## config.mk

```make
export PLATFORM = sky130hd
export DESIGN_NAME = fsp_host
export DESIGN_NICKNAME = d
export VERILOG_FILES = /design/src/core/fsp_bus_cycle.v /design/src/core/fsp_host.v
export VERILOG_INCLUDE_DIRS = /design/src /design/src/pkg
export SDC_FILE = /design/constraint.sdc
export NUM_CORES = 1
export LEC_CHECK = 0
export BUFFER_PORTS_ARGS = -buffer_cell sky130_fd_sc_hd__buf_4
export CAP_MARGIN = 40
export CORE_AREA = 4 4 180 95
export DETAILED_ROUTE_END_ITERATION = 10
export DIE_AREA = 0 0 184 99
export GPL_ROUTABILITY_DRIVEN = 0
export PLACE_DENSITY = 0.87
export SLEW_MARGIN = 20
export SYNTH_ARGS = -nofsm -noshare
export SYNTH_HDL_FRONTEND = slang
export SYNTH_SLANG_ARGS = --single-unit
```

## constraint.sdc

```tcl
create_clock -name clk -period 4 [get_ports clk]
set_input_delay 0.4 -clock clk [delete_from_list [all_inputs] [get_ports clk]]
set_output_delay 0.4 -clock clk [all_outputs]
set_load 0.005 [all_outputs]
```

## src/pkg/fsp_regs.vh

```
// Constants for the flash status and protection controller
// Notes on behaviour
// RL1: Device holds ready_busy_n low while program or erase runs internally.
// RL2: ready_busy_n floats while chip select high or hardware reset low.
// RL3: Host waits bus_recovery_time of 1 us after completion before reading.
// RL4: During program, bit 7 reads inverted data; true data afterwards.
// RL5: During erase, bit 7 reads 0; after erase it reads 1.
// RL6: Polling valid after fourth write pulse (program), sixth (erase).
// RL7: Bit 6 toggles on consecutive reads while busy; stops when done.
// RL8: Toggle valid after fourth or sixth pulse; host resumes when stable.
// RL9: Strobe pulses shorter than 5 ns never start a write cycle.
// RL10: Writes inhibited when output gate low, select high or strobe high.
// RL11: protect_lock_n low blocks altering outer 4 KWord of larger bank.
// RL12: Host raises protect_lock_n before command, holds it until done.
// RL13: Reset low for reset_pulse_min aborts operation, returns to read.
// RL14: Host waits reset_to_read_delay after reset release before reading.
// RL15: Host reissues an erase that reset interrupted.
// RL16: Program needs three-cycle unlock prefix; erase needs six cycles.
// RL17: Invalid word mid-sequence aborts to read within read_cycle_time.
// RL18: Command decoded from low byte only; bits 15..8 ignored.
// RL19: Query mode entered by three cycles ending 98H at 5555H.
// RL20: ID mode: word 0000H gives maker code, 0001H device code.
// RL21: Exit command returns to read; ignored while device busy.
// RL22: Sector erase uses address lines 19..10; data floats when deselected.
// RL23: Sector erase ends 30H at sector; block erase ends 50H at block.
// RL24: Chip erase ends 10H at 5555H, erasing unprotected area to ones.
// RL25: Program and erase durations are delays, not fixed times.
`ifndef FSP_REGS_VH
`define FSP_REGS_VH
// ----------------------------------------------------------------
// APB register map
// ----------------------------------------------------------------
`define FSP_CTRL_OFS     12'h000
`define FSP_ADDR_OFS     12'h004
`define FSP_DATA_OFS     12'h008
`define FSP_STAT_OFS     12'h00c
`define FSP_RDATA_OFS    12'h010
// CTRL fields
`define FSP_CTRL_GO      0
`define FSP_CTRL_CMD_LO  1
`define FSP_CTRL_CMD_HI  3
`define FSP_CTRL_WPN     4
`define FSP_CTRL_RSTN    5
// Commands
`define FSP_CMD_PROG     3'h0
`define FSP_CMD_SECT     3'h1
`define FSP_CMD_BLOCK    3'h2
`define FSP_CMD_CHIP     3'h3
`define FSP_CMD_ID       3'h4
`define FSP_CMD_CFI      3'h5
`define FSP_CMD_EXIT     3'h6
`define FSP_CMD_READ     3'h7
// STAT fields
`define FSP_STAT_BUSY    0
`define FSP_STAT_DONE    1
`define FSP_STAT_RDYPIN  2
`define FSP_STAT_ERR     3
// ----------------------------------------------------------------
// Flash command words
// ----------------------------------------------------------------
`define FSP_A_5555       20'h05555
`define FSP_A_2AAA       20'h02aaa
`define FSP_D_AA         8'haa
`define FSP_D_55         8'h55
`define FSP_D_A0         8'ha0
`define FSP_D_80         8'h80
`define FSP_D_90         8'h90
`define FSP_D_98         8'h98
`define FSP_D_F0         8'hf0
`define FSP_D_30         8'h30
`define FSP_D_50         8'h50
`define FSP_D_10         8'h10
// ----------------------------------------------------------------
// Timing, 50 ns clock
// ----------------------------------------------------------------
`define FSP_CLK_NS       50
`define FSP_TBR_NS       1000
`define FSP_TBR_CYC      ((`FSP_TBR_NS + `FSP_CLK_NS - 1) / `FSP_CLK_NS)
`define FSP_STROBE_CYC   2
`define FSP_RST_CYC      16
`define FSP_READ_CYC     2
`endif
```

## src/core/fsp_bus_cycle.v

```verilog
// One bus cycle on the flash pins: write or read
`timescale 1ns/1ps
`include "fsp_regs.vh"
module fsp_bus_cycle (
	input  wire        clk,
	input  wire        rst,
	input  wire        start,
	input  wire        isWrite,
	input  wire [19:0] addrIn,
	input  wire [15:0] dataIn,
	input  wire [15:0] dqIn,
	output reg         done,
	output reg  [15:0] rdData,
	output reg  [19:0] flashAddr,
	output reg  [15:0] dqOut,
	output reg         dqOe,
	output reg         chipSelectN,
	output reg         outputGateN,
	output reg         writeStrobeN
);
	localparam IDLE = 2'd0;
	localparam LOW  = 2'd1;
	localparam HIGH = 2'd2;
	reg [1:0] state_r;
	reg [3:0] cnt_r;
	reg       wr_r;
	reg [15:0] dqSync_r;
	// ----------------------------------------------------------------
	// Data pin stage
	// ----------------------------------------------------------------
	// Pins pass one stage before the capture flop, two in all
	always @(posedge clk) begin
		if (rst)
			dqSync_r <= 16'h0000;
		else
			dqSync_r <= dqIn;
	end
	// ----------------------------------------------------------------
	// Strobe sequencer
	// ----------------------------------------------------------------
	// Strobe low and high both last several clocks, far above 5 ns
	always @(posedge clk) begin
		done <= 1'b0;
		if (rst) begin
			state_r      <= IDLE;
			cnt_r        <= 4'h0;
			wr_r         <= 1'b0;
			rdData       <= 16'h0000;
			flashAddr    <= 20'h00000;
			dqOut        <= 16'h0000;
			dqOe         <= 1'b0;
			chipSelectN  <= 1'b1;
			outputGateN  <= 1'b1;
			writeStrobeN <= 1'b1;
		end else begin
			case (state_r)
			IDLE: begin
				if (start) begin
					wr_r        <= isWrite;
					flashAddr   <= addrIn;
					dqOut       <= dataIn;
					dqOe        <= isWrite;
					chipSelectN <= 1'b0;
					cnt_r       <= 4'h0;
					state_r     <= LOW;
				end
			end
			LOW: begin
				// Gate stays high during writes so writes are not inhibited
				writeStrobeN <= ~wr_r;  // RL9 RL10
				outputGateN  <= wr_r;   // RL10
				cnt_r        <= cnt_r + 4'h1;
				if (cnt_r == `FSP_STROBE_CYC + `FSP_READ_CYC) begin
					rdData       <= dqSync_r;
					writeStrobeN <= 1'b1;
					outputGateN  <= 1'b1;
					cnt_r        <= 4'h0;
					state_r      <= HIGH;
				end
			end
			HIGH: begin
				cnt_r <= cnt_r + 4'h1;
				if (cnt_r == `FSP_STROBE_CYC) begin
					chipSelectN <= 1'b1;
					dqOe        <= 1'b0;
					done        <= 1'b1;
					state_r     <= IDLE;
				end
			end
			default: state_r <= IDLE;
			endcase
		end
	end
endmodule // fsp_bus_cycle

```

## src/core/fsp_host.v

```verilog
// Host controller driving the flash pins from APB registers
//
// The APB slave port and the address map were chosen for this implementation.
`timescale 1ns/1ps
`include "fsp_regs.vh"
module fsp_host (
	input  wire        clk,
	input  wire        rst,
	input  wire        psel,
	input  wire        penable,
	input  wire        pwrite,
	input  wire [11:0] paddr,
	input  wire [31:0] pwdata,
	output reg  [31:0] prdata,
	output reg         pready,
	output reg         pslverr,
	output wire [19:0] flashAddr,
	output wire [15:0] dqOut,
	output wire        dqOe,
	input  wire [15:0] dqIn,
	output wire        chipSelectN,
	output wire        outputGateN,
	output wire        writeStrobeN,
	input  wire        readyBusyN,
	output reg         hwResetN,
	output reg         protectLockN
);
	localparam S_IDLE  = 3'd0;
	localparam S_SEQ   = 3'd1;
	localparam S_POLL  = 3'd2;
	localparam S_REC   = 3'd3;
	localparam S_RESET = 3'd4;
	localparam S_READ  = 3'd5;

	reg [2:0]  state_r;
	reg [2:0]  cmd_r;
	reg [19:0] addr_r;
	reg [15:0] data_r;
	reg [2:0]  step_r;
	reg [2:0]  nSteps_r;
	reg        busy_r;
	reg        done_r;
	reg        err_r;
	reg        cycGo_r;
	reg        cycWr_r;
	reg [19:0] cycAddr_r;
	reg [15:0] cycData_r;
	reg [15:0] lastRd_r;
	reg        havePrev_r;
	reg [5:0]  cnt_r;
	reg        rb1_r;
	reg        rb2_r;
	wire       cycDone;
	wire [15:0] cycRd;

	fsp_bus_cycle u_cycle (
		.clk          (clk),
		.rst          (rst),
		.start        (cycGo_r),
		.isWrite      (cycWr_r),
		.addrIn       (cycAddr_r),
		.dataIn       (cycData_r),
		.dqIn         (dqIn),
		.done         (cycDone),
		.rdData       (cycRd),
		.flashAddr    (flashAddr),
		.dqOut        (dqOut),
		.dqOe         (dqOe),
		.chipSelectN  (chipSelectN),
		.outputGateN  (outputGateN),
		.writeStrobeN (writeStrobeN)
	);

	// ----------------------------------------------------------------
	// Unlock and command table: address and low byte for each step
	// ----------------------------------------------------------------
	function [35:0] seqWord;
		input [2:0]  cmd;
		input [2:0]  step;
		input [19:0] addr;
		input [15:0] data;
		reg   [7:0]  last;
		begin
			case (cmd)
			`FSP_CMD_ID:   last = `FSP_D_90;
			`FSP_CMD_CFI:  last = `FSP_D_98;  // RL19
			`FSP_CMD_EXIT: last = `FSP_D_F0;  // RL21
			default:       last = `FSP_D_A0;
			endcase
			// Upper byte is zero in every command word
			case (step)
			3'd0, 3'd3: seqWord = {`FSP_A_5555, 8'h00, `FSP_D_AA}; // RL16 RL18
			3'd1, 3'd4: seqWord = {`FSP_A_2AAA, 8'h00, `FSP_D_55};
			3'd2: seqWord = (cmd == `FSP_CMD_SECT || cmd == `FSP_CMD_BLOCK ||
			                 cmd == `FSP_CMD_CHIP)
			                ? {`FSP_A_5555, 8'h00, `FSP_D_80}
			                : {`FSP_A_5555, 8'h00, last};
			3'd5: begin
				case (cmd)
				// Sector picked by lines 19..10, block by 19..15
				`FSP_CMD_SECT:  seqWord = {addr[19:10], 10'h000,
				                           8'h00, `FSP_D_30}; // RL22 RL23
				`FSP_CMD_BLOCK: seqWord = {addr[19:15], 15'h0000,
				                           8'h00, `FSP_D_50}; // RL23
				default:        seqWord = {`FSP_A_5555, 8'h00,
				                           `FSP_D_10};        // RL24
				endcase
			end
			default: seqWord = {addr, data};  // program word
			endcase
		end
	endfunction

	wire [35:0] nextWord = seqWord(cmd_r, step_r, addr_r, data_r);
	wire        goWr = psel && penable && pwrite &&
	                   paddr == `FSP_CTRL_OFS && pwdata[`FSP_CTRL_GO];

	// ----------------------------------------------------------------
	// Busy pin synchroniser
	// ----------------------------------------------------------------
	always @(posedge clk) begin
		if (rst) begin
			rb1_r <= 1'b1;
			rb2_r <= 1'b1;
		end else begin
			rb1_r <= readyBusyN;
			rb2_r <= rb1_r;
		end
	end

	// ----------------------------------------------------------------
	// APB slave, zero wait states
	// ----------------------------------------------------------------
	always @(posedge clk) begin
		if (rst) begin
			pready  <= 1'b0;
			pslverr <= 1'b0;
			prdata  <= 32'h00000000;
			addr_r  <= 20'h00000;
			data_r  <= 16'h0000;
		end else begin
			pready  <= psel && !penable;
			pslverr <= psel && !penable && paddr > `FSP_RDATA_OFS;
			if (psel && !penable && !pwrite) begin
				case (paddr)
				`FSP_CTRL_OFS:  prdata <= {26'h0, hwResetN, protectLockN,
				                           cmd_r, 1'b0};
				`FSP_ADDR_OFS:  prdata <= {12'h000, addr_r};
				`FSP_DATA_OFS:  prdata <= {16'h0000, data_r};
				`FSP_STAT_OFS:  prdata <= {28'h0, err_r, rb2_r,
				                           done_r, busy_r};
				`FSP_RDATA_OFS: prdata <= {16'h0000, lastRd_r};
				default:        prdata <= 32'h00000000;
				endcase
			end
			if (psel && penable && pwrite && !busy_r) begin
				if (paddr == `FSP_ADDR_OFS)
					addr_r <= pwdata[19:0];
				if (paddr == `FSP_DATA_OFS)
					data_r <= pwdata[15:0];
			end
		end
	end

	// ----------------------------------------------------------------
	// Command sequencer
	// ----------------------------------------------------------------
	// Completion is judged by toggle stop, never a fixed wait, since
	// the device's program and erase times vary
	always @(posedge clk) begin
		cycGo_r <= 1'b0;
		if (rst) begin
			state_r      <= S_IDLE;
			cmd_r        <= `FSP_CMD_READ;
			step_r       <= 3'd0;
			nSteps_r     <= 3'd0;
			busy_r       <= 1'b0;
			done_r       <= 1'b0;
			err_r        <= 1'b0;
			cycWr_r      <= 1'b0;
			cycAddr_r    <= 20'h00000;
			cycData_r    <= 16'h0000;
			lastRd_r     <= 16'h0000;
			havePrev_r   <= 1'b0;
			cnt_r        <= 6'd0;
			hwResetN     <= 1'b1;
			protectLockN <= 1'b0;
		end else begin
			// Done cleared by a new start; a completion in the same cycle wins
			if (goWr && !busy_r)
				done_r <= 1'b0;
			case (state_r)
			S_IDLE: begin
				if (psel && penable && pwrite && paddr == `FSP_CTRL_OFS)
					protectLockN <= pwdata[`FSP_CTRL_WPN]; // RL12
				if (goWr) begin
					cmd_r  <= pwdata[`FSP_CTRL_CMD_HI:`FSP_CTRL_CMD_LO];
					busy_r <= 1'b1;
					err_r  <= 1'b0;
					step_r <= 3'd0;
					cnt_r  <= 6'd0;
					// Reset only taken when idle, so no erase is ever cut
					if (!pwdata[`FSP_CTRL_RSTN]) begin
						hwResetN <= 1'b0;  // RL13 RL15
						state_r  <= S_RESET;
					end else begin
						case (pwdata[`FSP_CTRL_CMD_HI:`FSP_CTRL_CMD_LO])
						`FSP_CMD_PROG: nSteps_r <= 3'd4;  // RL16
						`FSP_CMD_READ: nSteps_r <= 3'd0;
						`FSP_CMD_SECT, `FSP_CMD_BLOCK,
						`FSP_CMD_CHIP: nSteps_r <= 3'd6;  // RL16
						default:       nSteps_r <= 3'd3;
						endcase
						state_r <= S_SEQ;
					end
				end
			end
			S_SEQ: begin
				if (cmd_r == `FSP_CMD_READ) begin
					cycWr_r   <= 1'b0;
					cycAddr_r <= addr_r;
					cycGo_r   <= 1'b1;
					state_r   <= S_READ;
				end else if (step_r == nSteps_r && cycDone) begin
					havePrev_r <= 1'b0;
					state_r    <= (cmd_r == `FSP_CMD_PROG ||
					    nSteps_r == 3'd6) ? S_POLL : S_IDLE;
					if (!(cmd_r == `FSP_CMD_PROG || nSteps_r == 3'd6)) begin
						busy_r <= 1'b0;
						done_r <= 1'b1;
					end
				end else if (!cycGo_r && (step_r == 3'd0 || cycDone)) begin
					// Program's fourth word follows the three-word prefix
					cycWr_r   <= 1'b1;
					cycAddr_r <= (cmd_r == `FSP_CMD_PROG && step_r == 3'd3)
					             ? addr_r : nextWord[35:16];
					cycData_r <= (cmd_r == `FSP_CMD_PROG && step_r == 3'd3)
					             ? data_r : nextWord[15:0];
					cycGo_r   <= 1'b1;
					step_r    <= step_r + 3'd1;
				end else if (cycDone && step_r == 3'd0) begin
					step_r <= step_r;
				end
				if (cycDone && step_r == nSteps_r - 3'd1)
					step_r <= nSteps_r;
				else if (cycGo_r || (!cycDone && step_r != 3'd0))
					step_r <= step_r;
			end
			S_POLL: begin
				// Toggle checks start only after the last write pulse
				if (!cycGo_r && (cycDone || !havePrev_r && cnt_r == 6'd0)) begin
					if (cycDone) begin
						havePrev_r <= 1'b1;
						lastRd_r   <= cycRd;
						if (havePrev_r && cycRd[6] == lastRd_r[6]) begin
							// Bit 6 stopped; bit 7 tells failure
							err_r   <= (cmd_r == `FSP_CMD_PROG)
							           ? (cycRd[7] != data_r[7])
							           : !cycRd[7];  // RL4 RL5 RL7 RL8
							cnt_r   <= 6'd0;
							state_r <= S_REC;
						end else begin
							cycGo_r <= 1'b1;
						end
					end else begin
						cnt_r   <= 6'd1;
						cycWr_r <= 1'b0;
						cycGo_r <= 1'b1;  // RL6
					end
				end
			end
			S_REC: begin
				cnt_r <= cnt_r + 6'd1;
				if (cnt_r == `FSP_TBR_CYC) begin  // RL3
					busy_r  <= 1'b0;
					done_r  <= 1'b1;
					state_r <= S_IDLE;
				end
			end
			S_RESET: begin
				cnt_r <= cnt_r + 6'd1;
				if (cnt_r == `FSP_RST_CYC)
					hwResetN <= 1'b1;
				if (cnt_r == `FSP_RST_CYC + `FSP_TBR_CYC) begin  // RL14
					busy_r  <= 1'b0;
					done_r  <= 1'b1;
					state_r <= S_IDLE;
				end
			end
			S_READ: begin
				if (cycDone) begin
					lastRd_r <= cycRd;
					busy_r   <= 1'b0;
					done_r   <= 1'b1;
					state_r  <= S_IDLE;
				end
			end
			default: state_r <= S_IDLE;
			endcase
		end
	end
endmodule // fsp_host

```

[After elaboration in Yosys (flattened, before gate mapping)]
Index checks and enable logic that the tools add are counted.
Word-level totals
  register bits after elaboration: 230
  bits of input ports: 66
  output and inout bits: 76
  logic and storage cells: 278
Cells by class
  $add $sub $neg: 4
  order comparisons: 1
  equal/unequal tests: 62
  mux-type cells: 98
  bitwise gates (word level): 4
  reduce and logical (&&, ||, !) cells: 74
Operator list (number)
  case mux 36 bit (4 select lines): 1
  case mux 20 bit (5 select lines): 1
  two-way mux 20 bit: 4
  case mux 36 bit (2 select lines): 1
  two-way mux 16 bit: 3
  two-way mux 3 bit: 16
  two-way mux 1 bit: 44
  case mux 16 bit (2 select lines): 1
  equality test 3 bit (second input constant): 10
  inequality test 2 bit (second input constant): 13
  equality test 12 x 4 -> 1 bit (second input constant): 2
  equality test 3 x 2 -> 1 bit (second input constant): 8
  two-way mux 6 bit: 4
  inequality test 3 bit (second input constant): 8
  case mux 7 bit (3 select lines): 1
  case mux 3 bit (6 select lines): 1
  case mux 6 bit (3 select lines): 1
  logical AND 1 bit: 17
  AND reduction 2 bit: 8
  AND reduction 8 bit: 2
  AND reduction 5 bit: 3
  case mux 1 bit (2 select lines): 7
  nonzero test 2 bit: 7
  equality test 12 x 3 -> 1 bit (second input constant): 1
  40 further kinds: 79

[Depth between registers and ports, before layout]
Gate-level depths: netlist of the first run.
  depth after elaboration: 10
  gate-level depth with buffers: 10
  mapped depth without buffers: 7

[Modules after synthesis]
Synthesis of the first run repeated with hierarchy kept, for this count alone.
Second synthesis, totals
  cell total of the unflattened synthesis: 1082
  area, all modules: 9290.2 µm²
By module, submodules not included
  fsp_host: times used 1, cells each 739, area an instance 6349.8 µm², seq. area each 2762.6 µm²
  fsp_bus_cycle: times used 1, cells each 343, area an instance 2940.3 µm², seq. area each 1601.5 µm²

[Least setup slack after synthesis of the first run]
OpenSTA, ideal clock, no wires.
  kind: reg-to-reg
  from: reg step_r[2]
  to: reg cycAddr_r[0]
  setup time: 142 ps
  arrival: 1987 ps
  data required time: 3858 ps
  setup slack: 1871 ps
  stages on the path, launching flop included: 11
  buffers on the path: 3
  period minus slack after synthesis: 2129 ps
  path through: dfxtp_1 > buf_2 > clkbuf_1 > inv_1 > ha_1 > inv_1 > nor3_1 > nor3_1 > clkbuf_1 > mux2i_1 > o22ai_1
On the way
  cells in the longest elaborated chain, start to end: 7
  elaborated cells between the ends (all ways): 21
  classes of those cells: eq/ne: 7; mux: 5; reduce/logical: 9
RTL lines
  from (decl): RTL line fsp_host.v:39  | reg [2:0] step_r;
  from (signal assigned): RTL line fsp_host.v:240  | step_r <= step_r + 3'd1;
  from (signal assigned): RTL line fsp_host.v:242  | step_r <= step_r;
  from (signal assigned): RTL line fsp_host.v:245  | step_r <= nSteps_r;
  equality test 3 x 1 -> 1 bit, or another cell as far along: RTL line fsp_host.v:91  | case (step)
  OR reduction 2 bit: RTL line fsp_host.v:91
  case mux 36 bit (4 select lines): RTL line fsp_host.v:91
  two-way mux 20 bit: RTL line fsp_host.v:235  | cycAddr_r <= (cmd_r == `FSP_CMD_PROG && step_r == 3'd3)
  two-way mux 20 bit: RTL line fsp_host.v:232  | end else if (!cycGo_r && (step_r == 3'd0 || cycDone)) begin
  two-way mux 20 bit: RTL line fsp_host.v:224  | end else if (step_r == nSteps_r && cycDone) begin
  two-way mux 20 bit: RTL line fsp_host.v:219  | if (cmd_r == `FSP_CMD_READ) begin
  to (signal assigned): RTL line fsp_host.v:221  | cycAddr_r <= addr_r;
  to (signal assigned): RTL line fsp_host.v:235
  to (decl): RTL line fsp_host.v:46  | reg [19:0] cycAddr_r;
Several ways; a longest one is shown, not always the timed one. The select of a mux whose other input is x is not followed.
A chain may end at the register's enable or synchronous reset.

[Final worst setup path of the first run]
  from: reg step_r[0]
  to: reg cycAddr_r[8]
Same word-level chain as after synthesis.

==> results of run 1 <==
-- final timing paths --
path / from / endpoint / slack, ns / cells past startpoint
max: step_r[0] / cycAddr_r[8] / 1.16 / 7
min reg2reg: rb1_r / rb2_r / 0.43 / 1
min: readyBusyN / rb1_r / 0.11 / 2
max reg2reg: step_r[0] / cycAddr_r[8] / 1.16 / 7
-- through the flow --
stage          cells  worst slack [ns]  hold WS (ns)  utilization [%]  instance area (sq um)
2_1_floorplan   1103              1.87         0.389                -                   9280
3_3_place_gp    1354              1.43         0.412             66.3                  10100
3_5_place_dp    1355              1.32         0.414             66.4                  10100
4_1_cts         1385              1.29        0.0952             70.1                  10700
5_1_grt         1385              1.07        0.0979             70.1                  10700
6_report        1385              1.16         0.105             70.1                  10700
-- state kept, by name, indices dropped and copies added, names as in the netlist, 6 cells and up --
register and cells:
u_cycle.dqOut 16, lastRd_r 16, addr_r 20, cycData_r 16, u_cycle.dqSync_r 16, cnt_r 6
u_cycle.rdData 16, prdata 20, cycAddr_r 20, u_cycle.flashAddr 20, data_r 16
-- kinds of logic (layout without fill, tap and decap cells) --
logic type      after synthesis  in the layout  share of synthesized area, %
simple gates                442            442                          21.9
compound gates              268            268                          18.4
flops                       218            218                          47.3
buf+inv                     100            178                          4.71
mux                          36             36                          4.32
fa+ha+maj                    16             16                          2.17
xor+xnor                     11             11                          1.19
other cells                   1             12                        0.0406
-- per-layer routing --
layer / wire length (microns) / vias to the layer above
li1: - / 3939
met2: 11100 / 443
met4: 428 / 0
met1: 10400 / 3888
met5: 0 / -
met3: 2600 / 38
-- layout by cell type (no fill, tap or decap), types with 5 or more instances in the layout --
master,Yosys,routed
and2_1,5,5
a22oi_1,6,6
or3b_2,6,6
nor2_1,50,49
a222oi_1,10,10
inv_1,19,19
o22ai_1,12,12
nor2b_1,25,25
and3_1,7,7
a211oi_1,11,11
ha_1,16,16
dfxtp_1,218,218
buf_4,12,127
o21ai_1,10,10
nand4_1,8,8
conb_1,1,12
nor3_1,13,13
nor3b_1,7,7
nand2_1,266,265
nand3_1,21,21
or2_2,7,7
o21ai_0,18,18
a311oi_1,7,7
a22o_1,9,9
a21oi_1,131,131
clkbuf_16,0,19
mux2i_1,32,32
xnor2_1,7,7
o211ai_1,14,14
-- power groups by stage --
stage | Clock [W] | Combinational (W) | Sequential [W]
2_1_floorplan | 0 | 0.0000680 | 0.00223
3_3_place_gp | 0 | 0.000121 | 0.00223
3_5_place_dp | 0 | 0.000122 | 0.00223
4_1_cts | 0.00174 | 0.000123 | 0.00218
5_1_grt | 0.00183 | 0.000135 | 0.00218
6_report | 0.00172 | 0.000125 | 0.00218
-- layout make-up --
type                    count  area, sq um  area share, %
multi-input cells         785         4480           41.8
flip-flops and latches    218         4360           40.7
repair buffers            128          973           9.08
clock buffers              26          532           4.96
well taps                 204          255           2.38
inverters                  20         75.1          0.701
clock inverters             4         33.8          0.315
-- critical path: cells and delay by family, from the launching register on --
family	cells	cell delay (ns)
AOI/OAI and AO/OA	2	0.94
adders and majority gates	1	0.22
buffers and inverters	1	0.16
and+or+nand+nor	3	1.06
DFF	1	0.39
==> results.yml, run 1 <==
clock_tree:
  htree_num_levels: 1
  worstSkewPairLatency_ns: 0.49
  cts_sinks: 218
  cts_setup_buffers: 0
  tritoncts: "built"
  clk_pin_slew_ns: 0.07
  numCtsBuffers: 19
  clockBufferDepth: 3
  cts-root-buf: "clkbuf_16"
  holdBufCountCts: 0
  cts_resized: 0
pwr:
  p_seq_share_pct: 54.2
  power.switching_w: 0.000861
  p_per_area_mw_per_mm2: 376
  p_leak_nw: 3.96
  ir_drop_v: 0.000293
  p_clk_share_pct: 42.7
  combPwrFrac_pct: 3.1
  switching_share_pct: 21.4
  power.internal_w: 0.00317
  total_power_w: 0.00403
global_routing:
  grt_antenna_before_repair: 0
  grt_busiest_layer: "met2"
  grt.met1_usage_pct: 36.4
  globalRouteMet3Util_pct: 4.17
  grt_pass1_wl_microns: 38900
  grt_overflow: 0
  grt_max_degree: 134
  first_global_vias: 7730
  grt_util_met2_pct: 41.7
  grtUsageTotal_pct: 25.7
timing:
  period_needed_ns: 2.84
  skew_ns: 0.0160
  setup_tns_ns: 0
  rsz0062_at_grt: "false"
  max-slew-margin-rel_pct: 44.5
  fmax_mhz: 352
  hold_violations: 0
  fin_crit_sh_pct: 71.1
  final_max_slew_viol_count: 0
  worst_slew_pin_slew_ns: 0.827
  setup_viol: 0
critical_path:
  path_cells: "inv_1 > ha_1 > nor2b_1 > nor2_1 > o31ai_2 > nand2_1 > o22ai_1"
  cp-start-kind: "flop"
  crit_path_end_kind: "flop"
  crit_arrival_ns: 3.25
  cp_max_fo: 11
  crit_type: "reg2reg"
  cpMaxStageDelayCell: "o31ai_2"
  slowest_delay_ns: 0.64
  required_ns: 4.40
logic_synthesis:
  synthTopCellsByArea: "dfxtp_1 (47%), nand2_1 (11%), a21oi_1 (7.1%)"
  synth_area_leader_cell: "dfxtp_1"
  ys_seq_area_share_pct: 47.3
  synth_edf_count: 0
  ys_ff_latch: 218
  synth_flop_cell: "dfxtp_1"
  yosysMostFrequentCell: "nand2_1"
  async_flop_share_pct: 0
  avgSynthCellArea_sq_um: 8.46
  syn_area_sq_mm: 0.00924
  synth_common_cells: "nand2_1 (266), dfxtp_1 (218), a21oi_1 (131)"
  syn_inst: 1092
  synth.distinct_cells: 72
  yosys_warnings: 0
  yosysTopAreaCellShare_pct: 47.3
job:
  max_cap_viol_count: 0
run_status:
  status: "finished clean"
floorplanning:
  die-width_microns: 184
  initial_utilization_pct: 60.4
  ioPinCount: 142
  die-area_sq_mm: 0.0182
  core-area_sq_mm: 0.0153
  num_rows: 32
  die_height_microns: 99
drt:
  route.vias.total: 8308
  drc: 0
  wl_per_cell_microns: 17.7
  drt-total-wl_microns: 24500
  drtAntennaViolNets: 0
  drt_iter0_drc: 962
  drt_pass1_iterations: 6
  vias_per_cell: 6.00
layout:
  drive_gt1_share_pct: 15.6
  syn_to_final_growth_pct: 16.0
  nets: 1254
  antenna_cells: 0
  nFillCells: 1145
worst_hold_path:
  worstHoldPathType: "in2reg"
placement:
  io_buffers: 117
  place_hpwl_microns: 17500
Power figures use the tool's default switching activity.
==> inputs of run 2 (changes only) <==
--- a/config.mk
+++ b/config.mk
@@ -8,11 +8,11 @@
 export LEC_CHECK = 0
 export BUFFER_PORTS_ARGS = -buffer_cell sky130_fd_sc_hd__buf_4
 export CAP_MARGIN = 40
-export CORE_AREA = 4 4 180 95
+export CORE_AREA = 4 4 196 103
 export DETAILED_ROUTE_END_ITERATION = 10
-export DIE_AREA = 0 0 184 99
+export DIE_AREA = 0 0 200 107
 export GPL_ROUTABILITY_DRIVEN = 0
-export PLACE_DENSITY = 0.87
+export PLACE_DENSITY = 0.79
 export SLEW_MARGIN = 20
 export SYNTH_ARGS = -nofsm -noshare
 export SYNTH_HDL_FRONTEND = slang
==> constraint.sdc (replaced) <==
create_clock -name clk -period 2.35 [get_ports clk]
set_input_delay 0.235 -clock clk [delete_from_list [all_inputs] [get_ports clk]]
set_output_delay 0.235 -clock clk [all_outputs]
set_load 0.005 [all_outputs]
==> run 2 against run 1 <==
Maximum frequency rose by 34%. Hold slack got worse by 0.082 ns. Core utilization down 7.2 points. Critical endpoint is now step_r[1]. Clock power increased by 100%. Cell count rose by 7.6%.
==> results.yml, run 2 (synthesis gave the netlist of run 1 again) <==
worst_hold_path:
  min_path_cells: 3
  worstHoldPathType: "in2reg"
  hold_end: "data_r[4]"
  hp-start: "pwdata[4]"
placement:
  io_buffers: 117
  dp.cells: 1421
  place_hpwl_microns: 18900
  dpl_cell_area_sq_mm: 0.0104
  place_ws_ns: 0.127
pwr:
  combPwrFrac_pct: 3.6
  switching_share_pct: 21.2
  power.switching_w: 0.00157
  p_clk_share_pct: 46.3
  total_power_w: 0.00742
  power.internal_w: 0.00585
  p_seq_share_pct: 50.1
  p_per_area_mw_per_mm2: 647
  ir_drop_v: 0.000382
  p_leak_nw: 4.32
critical_path:
  rrSetupSlack_ns: 0.23
  crit_arrival_ns: 2.56
  crit_type: "reg2reg"
  rr_worst_depth: 8
  r2r-end: "step_r[1]"
  crit_path_end_kind: "flop"
  crit_start: "step_r[0]"
  rr_startpoint: "step_r[0]"
  cp_max_fo: 6
  cp-start-kind: "flop"
  required_ns: 2.79
timing:
  setup_tns_ns: 0
  period_needed_ns: 2.12
  rsz0062_at_grt: "false"
  worst_slew_pin_slew_ns: 0.708
  hold_violations: 0
  fin_ws_ns: 0.232
  max-slew-margin-rel_pct: 52.6
  fmax_mhz: 472
  skew_ns: 0.0148
  setup_viol: 0
  fin_crit_sh_pct: 90.1
  final_max_slew_viol_count: 0
layout:
  nFillCells: 1517
  multi_input_area_sq_mm: 0.00450
  final_cell_mix: "nand2_1 (266), dfxtp_1 (218), buf_4 (156)"
  fin_area_sq_mm: 0.0115
  final-instance-count-excl-fill: 1490
  syn_to_final_growth_pct: 24.2
  nets: 1318
  antenna_cells: 0
  final_common_cell: "nand2_1"
  seqCellArea_sq_mm: 0.00436
  drive_gt1_share_pct: 18.1
clock_tree:
  cts-root-buf: "clkbuf_16"
  clockBufferDepth: 3
  tritoncts: "built"
  cts_setup_buffers: 0
  numCtsBuffers: 21
  worstSkewPairLatency_ns: 0.50
  cts_sinks: 218
  htree_num_levels: 1
  clk_pin_slew_ns: 0.06
drt:
  vias_per_cell: 5.66
  drtAntennaViolNets: 0
  route.vias.total: 8427
  drt_iter0_drc: 817
  drc: 0
  wl_per_cell_microns: 17.4
  drt_pass1_iterations: 6
  drt-total-wl_microns: 25900
floorplanning:
  die-width_microns: 200
  die-area_sq_mm: 0.0214
  initial_utilization_pct: 50.6
  die_height_microns: 107
  ioPinCount: 142
  num_rows: 35
  core-area_sq_mm: 0.0183
global_routing:
  first_global_vias: 8045
  grt_pass1_wl_microns: 41800
  grt_max_degree: 99
  grt_overflow: 0
  grt_antenna_before_repair: 0
  grtUsageTotal_pct: 23.7
job:
  max_cap_viol_count: 0
run_status:
  status: "finished clean"
[run 2: cell count changes in the layout (fill, tap and decap cells not counted), moves of 2 or more]
cell and change:
dlygate4sd3_1 +32, buf_4 +29, clkinv_2 +7, bufinv_16 +3, clkbuf_1 -3, clkbuf_16 +2
clkbuf_8 -2
[run 2: cell type report]
class | count | area share (%)
clock buffers | 23 | 4.73
clock inverters | 14 | 1.37
inverters | 20 | 0.654
multi-input cells | 785 | 39.2
flip-flops and latches | 218 | 38.0
well taps | 240 | 2.62
repair buffers | 190 | 13.3
[run 2: power groups by stage]
| stage | sequential [W] | combinational [W] | clock (W) |
|---|---|---|---|
| finish | 0.00372 | 0.000266 | 0.00344 |
| detailed placement | 0.00380 | 0.000219 | 0 |
| global route | 0.00371 | 0.000289 | 0.00363 |
| floorplan | 0.00380 | 0.000116 | 0 |
| global placement | 0.00380 | 0.000215 | 0 |
| CTS | 0.00372 | 0.000262 | 0.00347 |
[run 2: layer usage]
metal  GRT usage, %  routed length [microns]
met4           5.33                      533
met2           37.7                    11700
met3           4.65                     2320
met5              0                        0
met1           33.5                    11300
[run 2: worst max-delay path by stage]
stage	endpoint	slack, ns	depth (start not counted)
finish	step_r[1]	0.23	8
global route	cycAddr_r[15]	0.06	8
CTS	cycAddr_r[16]	0.21	7
detailed placement	prdata[13]	0.13	5
global placement	prdata[5]	0.17	5
floorplan	cycAddr_r[0]	0.22	10
[run 2: repair_timing]
item | in CTS | in global routing
endpoints found under the hold margin | 40 | 0
setup endpoints to repair | 0 | 7
hold buffers | 32 | 0
resized for setup | 0 | 4
[run 2: worst max-delay path, stage by stage, from the launching register on]
cell	delay, ns
dfxtp_1	0.46
inv_1	0.14
ha_1	0.27
nor2b_1	0.18
nor2_2	0.23
nor4b_4	0.08
buf_4	0.17
or4_1	0.45
nand2_1	0.08
[run 2: metrics by stage]
stage	utilization, %	hold slack (ns)
after floorplan	-	0.324
after global placement	57.1	0.425
after detailed placement	57.1	0.428
after CTS	62.7	0.00883
after global routing	62.8	0.0214
final	62.8	0.0238
==> inputs of run 3 (changes only) <==
--- a/config.mk
+++ b/config.mk
@@ -6,13 +6,14 @@
 export SDC_FILE = /design/constraint.sdc
 export NUM_CORES = 1
 export LEC_CHECK = 0
+export ABC_AREA = 1
 export BUFFER_PORTS_ARGS = -buffer_cell sky130_fd_sc_hd__buf_4
 export CAP_MARGIN = 40
-export CORE_AREA = 4 4 196 103
+export CORE_AREA = 4 4 188 99
 export DETAILED_ROUTE_END_ITERATION = 10
-export DIE_AREA = 0 0 200 107
+export DIE_AREA = 0 0 192 103
 export GPL_ROUTABILITY_DRIVEN = 0
-export PLACE_DENSITY = 0.79
+export PLACE_DENSITY = 0.83
 export SLEW_MARGIN = 20
 export SYNTH_ARGS = -nofsm -noshare
 export SYNTH_HDL_FRONTEND = slang
==> constraint.sdc (replaced) <==
create_clock -name clk -period 1.97 [get_ports clk]
set_input_delay 0.197 -clock clk [delete_from_list [all_inputs] [get_ports clk]]
set_output_delay 0.197 -clock clk [all_outputs]
set_load 0.005 [all_outputs]
==> run 3 against run 2 <==
Power is 59% higher. Clock skew is 0.0049 ns lower. Register-to-register slack worse by 0.21 ns. Synthesized cell count is 19% higher. First-iteration DRC count is 31% higher. Worst setup slack worse by 0.21 ns. Via count is 12% higher. Sequential power is 37% higher. Hold slack worse by 0.0069 ns. Die area is 7.6% lower. Global-route usage is 3.3 points higher. Count of clock-buffer cells in the layout is 7 higher. Largest cell class unchanged.
==> results.yml, run 3 <==
run_status:
  status: "finished clean"
logic_synthesis:
  yosys_warnings: 0
  syn_area_sq_mm: 0.00949
  synth-compound-area-share_pct: 17.0
  yosysMostFrequentCell: "nand2_1"
  synth_top_family_by_area: "simple AND/OR/NAND/NOR gates"
  synth_area_leader_cell: "dfxtp_1"
  synthTopCellsByArea: "dfxtp_1 (46%), nand2_1 (8.7%), o21ai_0 (7.8%)"
  avgSynthCellArea_sq_um: 7.30
  synth_simple_gate_area_share_pct: 26.0
  syn_inst: 1300
  async_flop_share_pct: 0
  post_synth_xor_area_fraction_pct: 0.277
  synthMuxAreaShare_pct: 0
  synth.distinct_cells: 46
  ys_ff_latch: 218
  synth_flop_cell: "dfxtp_1"
  synth_adder_area_share_pct: 2.11
  yosysTopAreaCellShare_pct: 46.0
  ys_seq_area_share_pct: 46.0
  synth_edf_count: 0
  synth_common_cells: "nand2_1 (220), dfxtp_1 (218), nor2_1 (196)"
drt:
  drt-total-wl_microns: 27800
  drt_pass1_iterations: 7
  vias_per_cell: 5.55
  drt_iter0_drc: 1072
  route.vias.total: 9438
  drtAntennaViolNets: 0
  wl_per_cell_microns: 16.3
  drc: 0
global_routing:
  grt_overflow: 0
  globalRouteMet3Util_pct: 7.48
  first_global_vias: 8364
  grtUsageTotal_pct: 27.0
  grt_antenna_before_repair: 0
  grt_pass1_wl_microns: 43300
  grt_busiest_layer: "met2"
  grt_max_degree: 89
  grt_util_met2_pct: 40.3
  grt.met1_usage_pct: 39.3
worst_hold_path:
  worstHoldPathType: "in2reg"
  hp-start: "pwdata[17]"
layout:
  fin_area_sq_mm: 0.0117
  nets: 1535
  final-instance-count-excl-fill: 1700
  nFillCells: 1327
  drive_gt1_share_pct: 16.5
  final_cell_mix: "nand2_1 (219), dfxtp_1 (215), nor2_1 (195)"
  syn_to_final_growth_pct: 23.7
  final_common_cell: "nand2_1"
  antenna_cells: 0
floorplanning:
  ioPinCount: 142
  initial_utilization_pct: 55.9
  core-area_sq_mm: 0.0170
  num_rows: 34
  die-width_microns: 192
  die-area_sq_mm: 0.0198
  die_height_microns: 103
pwr:
  power.switching_w: 0.00377
  p_clk_share_pct: 32.5
  ir_drop_v: 0.000595
  p_per_area_mw_per_mm2: 1010
  p_leak_nw: 4.89
  combPwrFrac_pct: 24.4
  switching_share_pct: 31.9
  total_power_w: 0.0118
  p_seq_share_pct: 43.2
  power.internal_w: 0.00806
timing:
  fmax_mhz: 513
  skew_ns: 0.00995
  hold_violations: 0
  worst_slew_pin_slew_ns: 0.590
  fin_ws_ns: 0.0193
  hold-worst-slack_ns: 0.0170
  fin_crit_sh_pct: 99.0
  final_max_slew_viol_count: 0
  period_needed_ns: 1.95
  setup_viol: 0
  max-slew-margin-rel_pct: 60.5
placement:
  io_buffers: 117
  place_ws_ns: 0.00656
  dpl_cell_area_sq_mm: 0.0106
  dp.cells: 1622
  place_hpwl_microns: 19000
critical_path:
  crit_start: "step_r[1]"
  crit_arrival_ns: 2.33
  crit_type: "reg2reg"
  required_ns: 2.34
  cp_max_fo: 9
  cp-start-kind: "flop"
  crit_path_end_kind: "flop"
  rr_startpoint: "step_r[1]"
clock_tree:
  tritoncts: "built"
  clk_pin_slew_ns: 0.07
  clockBufferDepth: 3
  htree_num_levels: 1
  cts_sinks: 218
  cts-root-buf: "clkbuf_16"
  worstSkewPairLatency_ns: 0.50
  numCtsBuffers: 19
job:
  max_cap_viol_count: 0
-- run 3: what timing repair did --
item                       in CTS  in global routing
hold buffers                   37                  0
pin swaps                       1                  6
cloned                          1                  2
hold endpoints to repair       41                  0
setup endpoints to repair       4                 48
gates resized for setup         2                 21
setup buffers                   0                  4
-- run 3: metrics by stage --
step	TNS, ns	util, %
2_1_floorplan	0	-
3_3_place_gp	0	62.5
3_5_place_dp	0	62.5
4_1_cts	0	68.5
5_1_grt	-0.121	69.2
6_report	0	69.2
-- run 3: layout make-up --
| cell class | count | area (sq um) | area share [%] |
|---|---|---|---|
| Timing Repair Buffer | 186 | 1540 | 13.1 |
| Multi-Input combinational cell | 906 | 4440 | 37.8 |
| Timing Repair inverter | 1 | 7.51 | 0.0639 |
| Tap cell | 234 | 293 | 2.49 |
| Clock buffer | 30 | 577 | 4.91 |
| Sequential cell | 218 | 4370 | 37.2 |
| Clock inverter | 4 | 53.8 | 0.458 |
| Inverter | 121 | 468 | 3.98 |
-- run 3: path summary, 6_finish.rpt --
check / to / slack [ns] / depth (start not counted)
setup / recovery: cycAddr_r[13] / 0.02 / 10
hold / removal: addr_r[17] / 0.02 / 3
setup reg to reg: cycAddr_r[13] / 0.02 / 10
hold reg to reg: rb2_r / 0.42 / 1
-- run 3: cells by family (layout without fill, tap and decap cells) --
logic type	after synthesis	in the layout
AO/OA/AOI/OAI	309	309
XOR/XNOR	3	3
adder cells (fa/ha/maj)	16	16
buffers and inverters	189	342
flip-flops	218	218
other	1	12
AND/OR/NAND/NOR	564	566
-- run 3: routing by layer --
layer / wire, microns / vias up / part of all wire [%]
met5: 0 / - / 0
met4: 531 / 0 / 1.9
met3: 3500 / 53 / 13
met2: 11800 / 550 / 42
met1: 11900 / 4309 / 43
li1: - / 4526 / -
-- run 3: critical path, stage by stage (launching register included) --
cell and delay, ns:
dfxtp_4 0.40, inv_1 0.08, ha_1 0.20, nand2_1 0.12
nand2_1 0.10, o21ai_4 0.28, nor2_4 0.12, nand2_1 0.13
nand2_4 0.11, a21oi_1 0.20, nor2_1 0.08
-- run 3: power groups by stage --
stage / clock, W / sequential [W] / combinational (W)
5_1_grt: 0.00403 / 0.00515 / 0.00318
4_1_cts: 0.00385 / 0.00508 / 0.00264
3_5_place_dp: 0 / 0.00517 / 0.00252
2_1_floorplan: 0 / 0.00510 / 0.00173
6_report: 0.00384 / 0.00511 / 0.00288
3_3_place_gp: 0 / 0.00516 / 0.00244
